==> src/hw/dcs_pkg.sv <==
package dcs_pkg;
  // ****************************************************************
  // register offsets (byte addresses, one word each)
  // ****************************************************************
  localparam logic [7:0] CTRL_OFS = 8'h00;
  localparam logic [7:0] CMPA_CTL_OFS = 8'h04;
  localparam logic [7:0] CMPB_CTL_OFS = 8'h08;
  localparam logic [7:0] CMPD_CTL_OFS = 8'h0c;
  localparam logic [7:0] CMPA_ADDR_OFS = 8'h10;
  localparam logic [7:0] CMPB_ADDR_HIGH_OFS = 8'h14;
  localparam logic [7:0] CMPB_ADDR_MID_OFS = 8'h18;
  localparam logic [7:0] CMPB_ADDR_LOW_OFS = 8'h1c;
  localparam logic [7:0] CMPD_ADDR_OFS = 8'h20;
  localparam logic [7:0] CMPA_DATA_OFS = 8'h24;
  localparam logic [7:0] CMPA_MASK_OFS = 8'h28;
  localparam logic [7:0] RANGE_OFS = 8'h2c;
  localparam logic [7:0] TRANS_OFS = 8'h30;
  localparam logic [7:0] STATUS_OFS = 8'h34;
  localparam logic [7:0] IRQ_STAT_OFS = 8'h38;
  localparam logic [7:0] IRQ_CLR_OFS = 8'h3c;
  localparam logic [7:0] IRQ_EN_OFS = 8'h40;
  // ****************************************************************
  // field positions
  // ****************************************************************
  localparam int CTRL_ARM_BIT = 0;
  localparam int CTRL_FORCE_TRIGGER_BIT = 1;
  localparam int CMP_EN_BIT = 0;
  localparam int CMP_OPCODE_MATCH_SELECT_BIT = 1;
  localparam int CMP_RWE_BIT = 2;
  localparam int CMP_RW_BIT = 3;
  localparam int RANGE_OUT_BIT = 2;
  localparam int IRQ_BRK_BIT = 0;
  localparam int IRQ_MATCH_BIT = 1;
  localparam int IRQ_W = 2;
  // ****************************************************************
  // reset values
  // ****************************************************************
  localparam logic [31:0] RST_ZERO = 32'h0000_0000;
  localparam logic [31:0] RST_MASK = 32'hffff_ffff;
  // ****************************************************************
  // sequencer states
  // ****************************************************************
  typedef enum logic [1:0] {
    DCS_ST0,
    DCS_ST1,
    DCS_ST2,
    DCS_ST3
  } dcs_state_type;
endpackage : dcs_pkg

==> src/hw/dcs_top.sv <==
// Functional notes
// - comparator A checks address and 32-bit data; B and D check address only.
// - each comparator watches opcode addresses or data access addresses.
// - inside range matches when low bound <= address <= high bound.
// - outside range matches when address < low or address > high.
// - access enable 0 ignores direction; else select 0 writes, 1 reads.
// - opcode select ignores access enable and direction select.
// - comparator B holds a 24-bit address compared bit for bit.
// - comparator B address readable always, writable only while disarmed.
// - data access match when address, and optionally data, equals comparator.
// - opcode match when tagged opcode reaches execution stage, before executing.
// - comparator A data match supports bit masking and direction qualification.
// - comparator match moves sequencer to configured next state.
// - sequencer may move in any direction among states 1, 2, 3.
// - final state raises breakpoint, returns to state 0, disarms.
// - external event or force trigger write also forces a transition.
// - opcode select set matches opcodes; clear matches memory accesses.
// - match 0, 1, 3 map to A, B, D except in range modes.
//
// Implementation choices: the Wishbone register port and the placing of the registers.
`timescale 1ns/1ps
`default_nettype none
module dcs_top
  import dcs_pkg::*;
#(
  parameter int AW = 24,
  parameter int DW = 32
) (
  input wire logic clk,
  input wire logic rst_n,
  input wire logic wb_cyc_i,
  input wire logic wb_stb_i,
  input wire logic wb_we_i,
  input wire logic [7:0] wb_adr_i,
  input wire logic [3:0] wb_sel_i,
  input wire logic [31:0] wb_dat_i,
  output logic [31:0] wb_dat_o,
  output logic wb_ack_o,
  input wire logic [AW-1:0] data_addr,
  input wire logic [DW-1:0] data_bus,
  input wire logic data_valid,
  input wire logic data_read,
  input wire logic [AW-1:0] exec_addr,
  input wire logic exec_valid,
  input wire logic ext_event,
  output logic breakpoint,
  output logic armed,
  output logic irq
);
  // ****************************************************************
  // register storage
  // ****************************************************************
  logic arm_ff;
  logic [3:0] cmp_ctl_ff [3];
  logic [AW-1:0] cmp_addr_ff [3];
  logic [DW-1:0] a_data_ff;
  logic [DW-1:0] a_mask_ff;
  logic [2:0] range_ff;
  logic [23:0] trans_ff;
  logic [IRQ_W-1:0] irq_stat_ff;
  logic [IRQ_W-1:0] irq_en_ff;
  logic ack_ff;
  logic [31:0] rdata_ff;
  logic brk_ff;
  dcs_state_type state_ff;
  logic [2:0] match;
  logic [3:0] match_vec;
  logic force_trigger_wr;
  logic wr_hit;
  logic brk_evt;
  logic any_match;

  assign wr_hit = wb_cyc_i && wb_stb_i && wb_we_i && !ack_ff;
  assign force_trigger_wr = wr_hit && wb_adr_i == CTRL_OFS && wb_sel_i[0] && wb_dat_i[CTRL_FORCE_TRIGGER_BIT];

  // ****************************************************************
  // comparators
  // ****************************************************************
  logic [2:0] addr_eq;
  logic [2:0] addr_ge;
  logic [2:0] addr_le;
  logic [2:0] qual_ok;
  generate
    for (genvar i = 0; i < 3; i++) begin : g_cmp
      logic [AW-1:0] obs;
      logic dir_ok;
      logic dat_ok;
      logic valid;
      assign obs = cmp_ctl_ff[i][CMP_OPCODE_MATCH_SELECT_BIT] ? exec_addr : data_addr;
      assign valid = cmp_ctl_ff[i][CMP_OPCODE_MATCH_SELECT_BIT] ? exec_valid : data_valid;
      assign dir_ok = !cmp_ctl_ff[i][CMP_RWE_BIT] || (cmp_ctl_ff[i][CMP_RW_BIT] == data_read);
      if (i == 0) begin : g_dat
        assign dat_ok = ((data_bus ^ a_data_ff) & a_mask_ff) == '0;
      end else begin : g_nodat
        assign dat_ok = 1'h1;
      end
      assign addr_eq[i] = obs == cmp_addr_ff[i];
      assign addr_ge[i] = obs >= cmp_addr_ff[i];
      assign addr_le[i] = obs <= cmp_addr_ff[i];
      assign qual_ok[i] = cmp_ctl_ff[i][CMP_EN_BIT] && valid
        && (cmp_ctl_ff[i][CMP_OPCODE_MATCH_SELECT_BIT] || (dir_ok && dat_ok));
      assign match[i] = addr_eq[i] && qual_ok[i];
    end
  endgenerate

  // ****************************************************************
  // range and match mapping
  // ****************************************************************
  // range uses A as low bound and B as high bound, qualified by A
  logic rng_in;
  logic rng_out;
  logic rng_hit;
  assign rng_in = addr_ge[0] && (cmp_ctl_ff[0][CMP_OPCODE_MATCH_SELECT_BIT] ? exec_addr : data_addr)
    <= cmp_addr_ff[1];
  assign rng_out = !addr_ge[0] || (cmp_ctl_ff[0][CMP_OPCODE_MATCH_SELECT_BIT] ? exec_addr : data_addr)
    > cmp_addr_ff[1];
  assign rng_hit = qual_ok[0] && (range_ff[RANGE_OUT_BIT] ? rng_out : rng_in);
  always_comb begin
    match_vec = 4'h0;
    if (range_ff[1:0] != 2'h0) begin
      match_vec[0] = rng_hit;
      match_vec[3] = match[2];
    end else begin
      match_vec[0] = match[0];
      match_vec[1] = match[1];
      match_vec[3] = match[2];
    end
  end
  assign any_match = |match_vec;

  // ****************************************************************
  // state sequencer
  // ****************************************************************
  // trans_ff: per current state (1..3) and per source (m0,m1,m3,force)
  // a 2-bit target is looked up; target 0 means final state
  logic [1:0] src_idx;
  logic evt;
  always_comb begin
    src_idx = 2'h0;
    evt = 1'h1;
    if (ext_event || force_trigger_wr) begin
      src_idx = 2'h3;
    end else if (match_vec[0]) begin
      src_idx = 2'h0;
    end else if (match_vec[1]) begin
      src_idx = 2'h1;
    end else if (match_vec[3]) begin
      src_idx = 2'h2;
    end else begin
      evt = 1'h0;
    end
  end
  logic [1:0] tgt;
  assign tgt = trans_ff[{state_ff - 2'h1, src_idx, 1'h0} +: 2];
  assign brk_evt = arm_ff && evt && state_ff != DCS_ST0 && tgt == 2'h0;
  always_ff @(posedge clk) begin
    if (!rst_n) begin
      state_ff <= DCS_ST0;
    end else if (!arm_ff || brk_evt) begin
      state_ff <= DCS_ST0;
    end else if (state_ff == DCS_ST0) begin
      state_ff <= DCS_ST1;
    end else if (evt) begin
      state_ff <= dcs_state_type'(tgt);
    end
  end
  always_ff @(posedge clk) begin
    if (!rst_n) begin
      brk_ff <= 1'h0;
    end else begin
      brk_ff <= brk_evt;
    end
  end
  assign breakpoint = brk_ff;
  assign armed = arm_ff;

  // ****************************************************************
  // register writes
  // ****************************************************************
  // arm is cleared by the breakpoint, which wins over a set
  always_ff @(posedge clk) begin
    if (!rst_n) begin
      arm_ff <= 1'h0;
    end else if (brk_evt) begin
      arm_ff <= 1'h0;
    end else if (wr_hit && wb_adr_i == CTRL_OFS && wb_sel_i[0]) begin
      arm_ff <= wb_dat_i[CTRL_ARM_BIT];
    end
  end
  // config writes only while disarmed, so the compare is stable while armed
  always_ff @(posedge clk) begin
    if (!rst_n) begin
      for (int k = 0; k < 3; k++) begin
        cmp_ctl_ff[k] <= 4'h0;
        cmp_addr_ff[k] <= '0;
      end
      a_data_ff <= RST_ZERO;
      a_mask_ff <= RST_MASK;
      range_ff <= 3'h0;
      trans_ff <= 24'h00_0000;
    end else if (wr_hit && !arm_ff) begin
      unique case (wb_adr_i)
        CMPA_CTL_OFS: cmp_ctl_ff[0] <= wb_dat_i[3:0];
        CMPB_CTL_OFS: cmp_ctl_ff[1] <= wb_dat_i[3:0];
        CMPD_CTL_OFS: cmp_ctl_ff[2] <= wb_dat_i[3:0];
        CMPA_ADDR_OFS: cmp_addr_ff[0] <= wb_dat_i[AW-1:0];
        CMPB_ADDR_HIGH_OFS: cmp_addr_ff[1][23:16] <= wb_dat_i[7:0];
        CMPB_ADDR_MID_OFS: cmp_addr_ff[1][15:8] <= wb_dat_i[7:0];
        CMPB_ADDR_LOW_OFS: cmp_addr_ff[1][7:0] <= wb_dat_i[7:0];
        CMPD_ADDR_OFS: cmp_addr_ff[2] <= wb_dat_i[AW-1:0];
        CMPA_DATA_OFS: a_data_ff <= wb_dat_i;
        CMPA_MASK_OFS: a_mask_ff <= wb_dat_i;
        RANGE_OFS: range_ff <= wb_dat_i[2:0];
        TRANS_OFS: trans_ff <= wb_dat_i[23:0];
        default: ;
      endcase
    end
  end

  // ****************************************************************
  // interrupts
  // ****************************************************************
  logic [IRQ_W-1:0] irq_set;
  logic [IRQ_W-1:0] irq_clr;
  assign irq_set = {arm_ff && any_match, brk_evt};
  assign irq_clr = (wr_hit && wb_adr_i == IRQ_CLR_OFS) ? wb_dat_i[IRQ_W-1:0] : '0;
  // set wins over clear in the same cycle
  always_ff @(posedge clk) begin
    if (!rst_n) begin
      irq_stat_ff <= '0;
    end else begin
      irq_stat_ff <= (irq_stat_ff & ~irq_clr) | irq_set;
    end
  end
  always_ff @(posedge clk) begin
    if (!rst_n) begin
      irq_en_ff <= '0;
    end else if (wr_hit && wb_adr_i == IRQ_EN_OFS) begin
      irq_en_ff <= wb_dat_i[IRQ_W-1:0];
    end
  end
  assign irq = |(irq_stat_ff & irq_en_ff);

  // ****************************************************************
  // wishbone read and ack
  // ****************************************************************
  // one wait state: ack in cycle after request, dropped after one cycle
  always_ff @(posedge clk) begin
    if (!rst_n) begin
      ack_ff <= 1'h0;
      rdata_ff <= 32'h0000_0000;
    end else begin
      ack_ff <= wb_cyc_i && wb_stb_i && !ack_ff;
      rdata_ff <= 32'h0000_0000;
      unique case (wb_adr_i)
        CTRL_OFS: rdata_ff[CTRL_ARM_BIT] <= arm_ff;
        CMPA_CTL_OFS: rdata_ff[3:0] <= cmp_ctl_ff[0];
        CMPB_CTL_OFS: rdata_ff[3:0] <= cmp_ctl_ff[1];
        CMPD_CTL_OFS: rdata_ff[3:0] <= cmp_ctl_ff[2];
        CMPA_ADDR_OFS: rdata_ff[AW-1:0] <= cmp_addr_ff[0];
        CMPB_ADDR_HIGH_OFS: rdata_ff[7:0] <= cmp_addr_ff[1][23:16];
        CMPB_ADDR_MID_OFS: rdata_ff[7:0] <= cmp_addr_ff[1][15:8];
        CMPB_ADDR_LOW_OFS: rdata_ff[7:0] <= cmp_addr_ff[1][7:0];
        CMPD_ADDR_OFS: rdata_ff[AW-1:0] <= cmp_addr_ff[2];
        CMPA_DATA_OFS: rdata_ff <= a_data_ff;
        CMPA_MASK_OFS: rdata_ff <= a_mask_ff;
        RANGE_OFS: rdata_ff[2:0] <= range_ff;
        TRANS_OFS: rdata_ff[23:0] <= trans_ff;
        STATUS_OFS: rdata_ff[5:0] <= {match_vec[3], match_vec[1:0], arm_ff, state_ff};
        IRQ_STAT_OFS: rdata_ff[IRQ_W-1:0] <= irq_stat_ff;
        IRQ_EN_OFS: rdata_ff[IRQ_W-1:0] <= irq_en_ff;
        default: ;
      endcase
    end
  end
  assign wb_ack_o = ack_ff;
  assign wb_dat_o = rdata_ff;

  // ****************************************************************
  // checks
  // ****************************************************************
  b_addr_lock_a: assert property (@(posedge clk) disable iff (!rst_n)
    $past(arm_ff) && arm_ff |-> $stable(cmp_addr_ff[1]))
    else $error("comparator B address changed while armed");
  brk_disarm_a: assert property (@(posedge clk) disable iff (!rst_n)
    brk_evt |=> !arm_ff && state_ff == DCS_ST0 && breakpoint)
    else $error("breakpoint did not disarm and reset state");
  idle_no_brk_a: assert property (@(posedge clk) disable iff (!rst_n)
    !arm_ff |=> !breakpoint)
    else $error("breakpoint while disarmed");
  inside_range_a: assert property (@(posedge clk) disable iff (!rst_n)
    range_ff[1:0] != 2'h0 && !range_ff[RANGE_OUT_BIT] && qual_ok[0]
    && !cmp_ctl_ff[0][CMP_OPCODE_MATCH_SELECT_BIT] && data_addr >= cmp_addr_ff[0]
    && data_addr <= cmp_addr_ff[1] |-> match_vec[0])
    else $error("inside range missed");
  outside_range_a: assert property (@(posedge clk) disable iff (!rst_n)
    range_ff[1:0] != 2'h0 && range_ff[RANGE_OUT_BIT] && match_vec[0]
    && !cmp_ctl_ff[0][CMP_OPCODE_MATCH_SELECT_BIT] |->
    data_addr < cmp_addr_ff[0] || data_addr > cmp_addr_ff[1])
    else $error("outside range false match");
  dir_qual_a: assert property (@(posedge clk) disable iff (!rst_n)
    match[1] && !cmp_ctl_ff[1][CMP_OPCODE_MATCH_SELECT_BIT] && cmp_ctl_ff[1][CMP_RWE_BIT]
    |-> data_read == cmp_ctl_ff[1][CMP_RW_BIT])
    else $error("direction qualification broken");
  data_mask_a: assert property (@(posedge clk) disable iff (!rst_n)
    match[0] && !cmp_ctl_ff[0][CMP_OPCODE_MATCH_SELECT_BIT] |->
    ((data_bus ^ a_data_ff) & a_mask_ff) == '0)
    else $error("data mask compare broken");
  force_move_a: assert property (@(posedge clk) disable iff (!rst_n)
    arm_ff && state_ff != DCS_ST0 && ext_event && tgt != 2'h0
    |=> state_ff == $past(tgt))
    else $error("forced transition missed");
  opcode_src_a: assert property (@(posedge clk) disable iff (!rst_n)
    match[2] && cmp_ctl_ff[2][CMP_OPCODE_MATCH_SELECT_BIT] |-> exec_valid && exec_addr == cmp_addr_ff[2])
    else $error("opcode match without exec stage");

  // sequencer, mapping and comparator checks
  // disarmed holds state zero
  arm_hold_a: assert property (@(posedge clk) disable iff (!rst_n)
    !arm_ff |=> state_ff == DCS_ST0 && !breakpoint)
    else $error("disarmed sequencer left state zero");
  arm_start_a: assert property (@(posedge clk) disable iff (!rst_n)
    arm_ff && state_ff == DCS_ST0 |=> state_ff == DCS_ST1)
    else $error("arming did not enter state one");
  seq_move_a: assert property (@(posedge clk) disable iff (!rst_n)
    arm_ff && state_ff != DCS_ST0 && evt && tgt != 2'h0
    |=> state_ff == $past(tgt))
    else $error("configured transition missed");
  brk_stat_a: assert property (@(posedge clk) disable iff (!rst_n)
    breakpoint |-> irq_stat_ff[IRQ_BRK_BIT])
    else $error("breakpoint not recorded in status");
  range_b_free_a: assert property (@(posedge clk) disable iff (!rst_n)
    range_ff[1:0] != 2'h0 |-> !match_vec[1])
    else $error("match one raised in range mode");
  b_bitwise_a: assert property (@(posedge clk) disable iff (!rst_n)
    match[1] && !cmp_ctl_ff[1][CMP_OPCODE_MATCH_SELECT_BIT] |-> data_valid && data_addr == cmp_addr_ff[1])
    else $error("comparator B matched a different address");
  d_addr_only_a: assert property (@(posedge clk) disable iff (!rst_n)
    cmp_ctl_ff[2][CMP_EN_BIT] && !cmp_ctl_ff[2][CMP_OPCODE_MATCH_SELECT_BIT] && !cmp_ctl_ff[2][CMP_RWE_BIT]
    && data_valid && data_addr == cmp_addr_ff[2] |-> match[2])
    else $error("comparator D depends on data");
  access_src_a: assert property (@(posedge clk) disable iff (!rst_n)
    match[0] && !cmp_ctl_ff[0][CMP_OPCODE_MATCH_SELECT_BIT] |-> data_valid && data_addr == cmp_addr_ff[0])
    else $error("comparator A matched a different address");
  opcode_any_dir_a: assert property (@(posedge clk) disable iff (!rst_n)
    cmp_ctl_ff[1][CMP_EN_BIT] && cmp_ctl_ff[1][CMP_OPCODE_MATCH_SELECT_BIT] && exec_valid
    && exec_addr == cmp_addr_ff[1] |-> match[1])
    else $error("opcode match depends on direction");
endmodule : dcs_top
`default_nettype wire

==> config.mk <==
export PLATFORM = sky130hd
export DESIGN_NAME = dcs_top
export DESIGN_NICKNAME = d
export VERILOG_FILES = /design/src/hw/dcs_pkg.sv /design/src/hw/dcs_top.sv
export SDC_FILE = /design/constraint.sdc
export NUM_CORES = 1
export LEC_CHECK = 0
export BUFFER_PORTS_ARGS = -buffer_cell sky130_fd_sc_hd__buf_2
export CORE_AREA = 2 2 175 177
export DETAILED_ROUTE_END_ITERATION = 8
export DIE_AREA = 0 0 177 179
export GPL_ROUTABILITY_DRIVEN = 0
export MAX_ROUTING_LAYER = met4
export PLACE_DENSITY_LB_ADDON = 0.05
export SLEW_MARGIN = 40
export SYNTH_ARGS = -nofsm -noshare
export SYNTH_HDL_FRONTEND = slang
export SYNTH_SLANG_ARGS = --single-unit
export TNS_END_PERCENT = 10
==> constraint.sdc <==
create_clock -name clk -period 4.3 [get_ports clk]
set_clock_uncertainty 0.2 [all_clocks]
set_input_delay 0.645 -clock clk [delete_from_list [all_inputs] [get_ports clk]]
set_output_delay 0.645 -clock clk [all_outputs]
set_load 0.1 [all_outputs]
---- Word-level counts from Yosys, hierarchy flattened ----
Memories as Yosys holds them, arrays and structs flattened.
Index checks and enable logic that the tools add are counted.
cells by class
  add/sub/neg operators ................... 1
  magnitude comparators ................... 3
  eq/ne operators ......................... 22
  shifts and indexed selects .............. 1
  mux-type cells .......................... 69
  bitwise operators ....................... 15
  reductions and logical operators ........ 57
operator list
  cell                                           count
  two-way mux 24 bit                             5
  one-hot mux 16 bit (5 select lines)            1
  == test 24 bit                                 3
  == test 8 x 6 -> 1 bit, second input constant  8
  two-way mux 1 bit                              45
  AND 32 bit                                     1
  == test 8 x 5 -> 1 bit, second input constant  4
  zero test 32 bit                               1
  bitwise XOR 32 bit                             1
  logical AND 1 bit                              26
  >= comparator 24 bit                           1
  greater-than comparator 24 bit                 1
  <= comparator 24 bit                           1
  two-way mux 8 bit                              3
  indexed part select 24 x 6 -> 2 bit            1
  one-hot mux 2 bit (9 select lines)             1
  == test 8 x 4 -> 1 bit, second input constant  2
  one-hot mux 1 bit (16 select lines)            1
  one-hot mux 2 bit (8 select lines)             1
  one-hot mux 8 bit (2 select lines)             1
  one-hot mux 1 bit (15 select lines)            1
  one-hot mux 1 bit (13 select lines)            1
  two-way mux 4 bit                              3
  one-hot mux 1 bit (12 select lines)            1
  18 further kinds                               54
word-level totals
  flip-flop bits (word level) ............. 132
  bits in writable memories ............... 84
  input bits .............................. 133
  output and inout port bits .............. 36
  logic and storage cells ................. 182
  memories ................................ 2
memories
  name         depth  bits a word  rd ports  clocked after Yosys merged registers in  write ports  line           RTL
  cmp_addr_ff  3      24           3         0                                        3            dcs_top.sv:55  logic [AW-1:0] cmp_addr_ff [3];
  cmp_ctl_ff   3      4            3         0                                        3            dcs_top.sv:54  logic [3:0] cmp_ctl_ff [3];

---- Depth between registers and ports, before layout ----
  depth after elaboration ................. 15
  mapped depth ............................ 16
  mapped depth without buffers ............ 13

---- Worst setup path before layout ----
OpenSTA, ideal clock, no wires.
  path type ............................... reg2reg
  from .................................... mem cmp_ctl_ff[0][1]
  to ...................................... reg irq_stat_ff[0]
  library setup time ...................... 0.088 ns
  arrival ................................. 3.971 ns
  required time ........................... 4.012 ns
  setup slack ............................. 0.041 ns
  cell stages (with the launch flop) ...... 16
  buffers on the path ..................... 2
  period minus slack after synthesis ...... 4.259 ns
  cell sequence ........................... edfxtp_1 > clkbuf_1 > clkbuf_1 > mux2_2 > ha_1 > and3_1 > a221o_1 > a311oi_1 > o211a_1 > o21ai_1 > nand4b_1 > or3b_1 > and2_1 > o211a_1 > o32a_1 > o31ai_1
RTL lines
  item                    line            RTL
  start: declaration      dcs_top.sv:54
  end signal: assignment  dcs_top.sv:232  irq_stat_ff <= (irq_stat_ff & ~irq_clr) | irq_set;
  end: declaration        dcs_top.sv:60   logic [IRQ_W-1:0] irq_stat_ff;

==> metrics <==
layout cells sized above 1=0.228; starting density of the core=0.391; CTS buffer count=24; Nets=1633; Clk Tree Root Cell=clkbuf_16; HPWL after DPL=31900 um; GR Util All Layers=0.272; Slew Viols, Final=0; top-count cell post-synth=nand2_1; clock share of power=0.421; vias per cell=5.60; Reg-to-Reg Start=cmp_ctl_ff[0][1]; synthesized instance count=1244; reg2reg setup slack=0.08 ns; CTS tree=yes; chip height=179 um; die width=177 um; Synth-to-Final Area Change=22.9%; wire per inst=22.9 um; Mapped Avg Cell Area=9.43 um^2; DRT Pass-1 Iters=6; Max Cap Viol=0; clk sinks=216; slowest stage delay, CP=0.41 ns; Clock Latency Late Sink=0.52 ns; Sw Pwr=1.17 mW; Logic pwr share=0.115; placed cell area=0.0134 mm^2; Overall Power=4.72 mW; Worst path top cell family by delay=compound AO/OA/AOI/OAI gates; DRT Wirelength=42700 um; Rows=64; critical path type=reg2reg; drt first-iter violations=1010; core area=0.0300 mm^2; largest net degree at the start of global routing=70; cell area after synthesis=0.0117 mm^2; TNS Setup=0 ns; RR Endpoint=state_ff[1]; ys flop type=dfxtp_1; normalized max-slew margin=0.434; ys async rst share=0; WP buf/inv=4; residual DRC count=0; post-route cell area=0.0144 mm^2; first-pass GRT wire length=62200 um; die area=0.0317 mm^2; DRT antenna net count=0; Lkg Pwr=5.81 nW; area share of the leading cell type in the synthesized netlist=0.225; largest area contributor in the netlist=dfxtp_1; initial antenna violation count=0; Yosys reg bits=216; Final setup violation count=0; Vias=10.5k; Hold Crit Start=wb_dat_i[31]; clock-pin slew on the worst setup and hold paths=0.07 ns; Area contributors post-synth=dfxtp_1 23%, edfxtp_1 21%, nand2_1 7.6%; maximum vdd drop=0.278 mV; Seq pwr share=0.464; grt ovf=0; Crit. End Element=flip-flop; synth unique cells=61; hold buffer count at CTS=0; sequential cell area fraction in the yosys report=0.440; Data required, critical path=4.53 ns; PD cells=328 mW/mm^2; H-tree levels=1; top cells by count, synth=238 x nand2_1, 132 x dfxtp_1, 84 x edfxtp_1; Final Hold Fails=0; vias in the first global route=9880; crit start category=flip-flop; CP max stage cell=or3b_4; WHS Path Cells=3; Max FO, Critical Path=7; Sw Ratio=0.248; final worst-path cycle share=0.982; Bufs on Longest Clock Path=3; unrepaired setup endpoints after global routing=yes; Tmin final=4.22 ns; Port Buf Inserts=165; Ports=169; Least-Margin Pin Slew=0.847 ns; syn nets=1426; status=finished clean; Hold WC Path Type=in2reg; Fmax=0.237 GHz; WHS Endpoint=a_mask_ff[31]; yosys warns=0; critical-path cell list=buf_6 -> buf_12 -> buf_12 -> mux2_4 -> ha_4 -> and3_4 -> a221o_1 -> a311oi_2 -> o211a_1 -> o21ai_2 -> nand4b_1 -> or3b_4 -> buf_6 -> a21o_1 -> o211ai_1 -> o32ai_2 -> nor4_1; crit path DAT=4.45 ns; Post-synth EDFFs=84; Int Pwr=3.55 mW; R2R cell count=17
[worst register-to-register path, delay by kind of cell, from the launching register on]
family,cells,cell delay [ns]
buffers and inverters,4,0.59
adders and majority gates,1,0.23
DFF,1,0.39
muxes,1,0.33
and+or+nand+nor,4,0.89
AOI/OAI and AO/OA,7,1.50
[flip-flops by register name, indices dropped and copies added, names as in the netlist, 2 cells and up]
register and count:
a_data_ff 32, irq_stat_ff 2, cmp_ctl_ff 12, state_ff 2, trans_ff 24, cmp_addr_ff 72
range_ff 3, a_mask_ff 32, wb_dat_o 32, irq_en_ff 2
[what timing repair did]
item | 4_1_cts | 5_1_grt
endpoints found under the hold margin | 0 | 0
gates resized for setup | 12 | 17
pin swaps | 8 | 16
buffers inserted | 3 | 3
cloned | 1 | 0
setup endpoints to repair | 5 | 5
[power by group through the flow]
stage	combinational, mW	sequential, mW	clock, mW
floorplan	0.272	2.22	0
finish	0.542	2.19	1.99
global placement	0.512	2.24	0
global route	0.589	2.19	2.09
CTS	0.529	2.19	2.01
detailed placement	0.515	2.23	0
[cell type report]
type                    count  area, um^2
fillers                  2897       15600
inverters                  55         206
clock buffers              34         679
flip-flops and latches    216        5160
well taps                 396         495
clock inverters            10        77.6
repair buffers            246        1520
multi-input cells         908        6280
diodes                      1        2.50
[layout by cell type, fill, tap and decap left out, types with 5 or more instances in the layout]
master | Yosys | routed
mux2i_1 | 49 | 49
a222oi_1 | 33 | 33
dfxtp_1 | 132 | 132
xor2_1 | 40 | 40
nor4_1 | 16 | 15
nor2b_1 | 14 | 14
buf_4 | 0 | 74
nand4_1 | 16 | 16
nor2_2 | 0 | 5
a22oi_1 | 45 | 45
a21o_1 | 8 | 8
a31oi_1 | 8 | 8
clkbuf_16 | 0 | 25
a221oi_1 | 8 | 7
inv_1 | 55 | 55
xnor2_1 | 44 | 44
a21oi_1 | 39 | 38
buf_2 | 6 | 164
and2_1 | 30 | 30
nor3_1 | 12 | 8
a22o_1 | 5 | 5
nand2_1 | 238 | 237
o211ai_1 | 6 | 6
ha_1 | 49 | 45
edfxtp_1 | 84 | 84
a211oi_1 | 5 | 5
clkbuf_1 | 54 | 7
o21ai_0 | 11 | 9
nor2_1 | 37 | 32
mux2_2 | 25 | 20
nand3_1 | 51 | 51
mux2_4 | 0 | 5
a21boi_0 | 61 | 61
[cells by family after synthesis]
family | after synthesis | synth area share
xor gates and xnor gates | 84 | 0.0627
and+or+nand+nor | 440 | 0.172
DFF | 216 | 0.440
muxes | 74 | 0.0658
adders and majority gates | 49 | 0.0523
AOI/OAI and AO/OA | 261 | 0.167
buffers and inverters | 120 | 0.0398
[worst max-delay path by stage]
stage	from	to	slack (ns)	cells past startpoint
final	cmp_ctl_ff[0][1]	state_ff[1]	0.08	17
after global routing	cmp_ctl_ff[0][1]	state_ff[1]	-0.07	17
after CTS	cmp_ctl_ff[0][1]	irq_stat_ff[0]	0.04	17
after detailed placement	exec_addr[18]	state_ff[1]	-0.14	17
after global placement	exec_addr[23]	state_ff[1]	-0.17	17
after floorplan	cmp_ctl_ff[0][1]	irq_stat_ff[0]	0.04	15
[through the flow]
stage | std cells | util | setup slack [ns] | hold slack [ns]
after global placement | 1815 | 0.447 | -0.171 | 0.272
after floorplan | 1244 | - | 0.0406 | 0.251
final | 1866 | 0.480 | 0.0789 | 0.153
after CTS | 1862 | 0.476 | 0.0357 | 0.139
after detailed placement | 1815 | 0.448 | -0.142 | 0.282
after global routing | 1865 | 0.480 | -0.0667 | 0.155
[metal layers]
metal,GRT usage,vias to the layer above,part of all wire
met5,-,-,0
met4,0.0747,0,0.027
met3,0.0377,52,0.079
met2,0.414,444,0.44
met1,0.379,5018,0.45
li1,-,4943,-
Note: power is estimated with default switching activity, not from simulation.
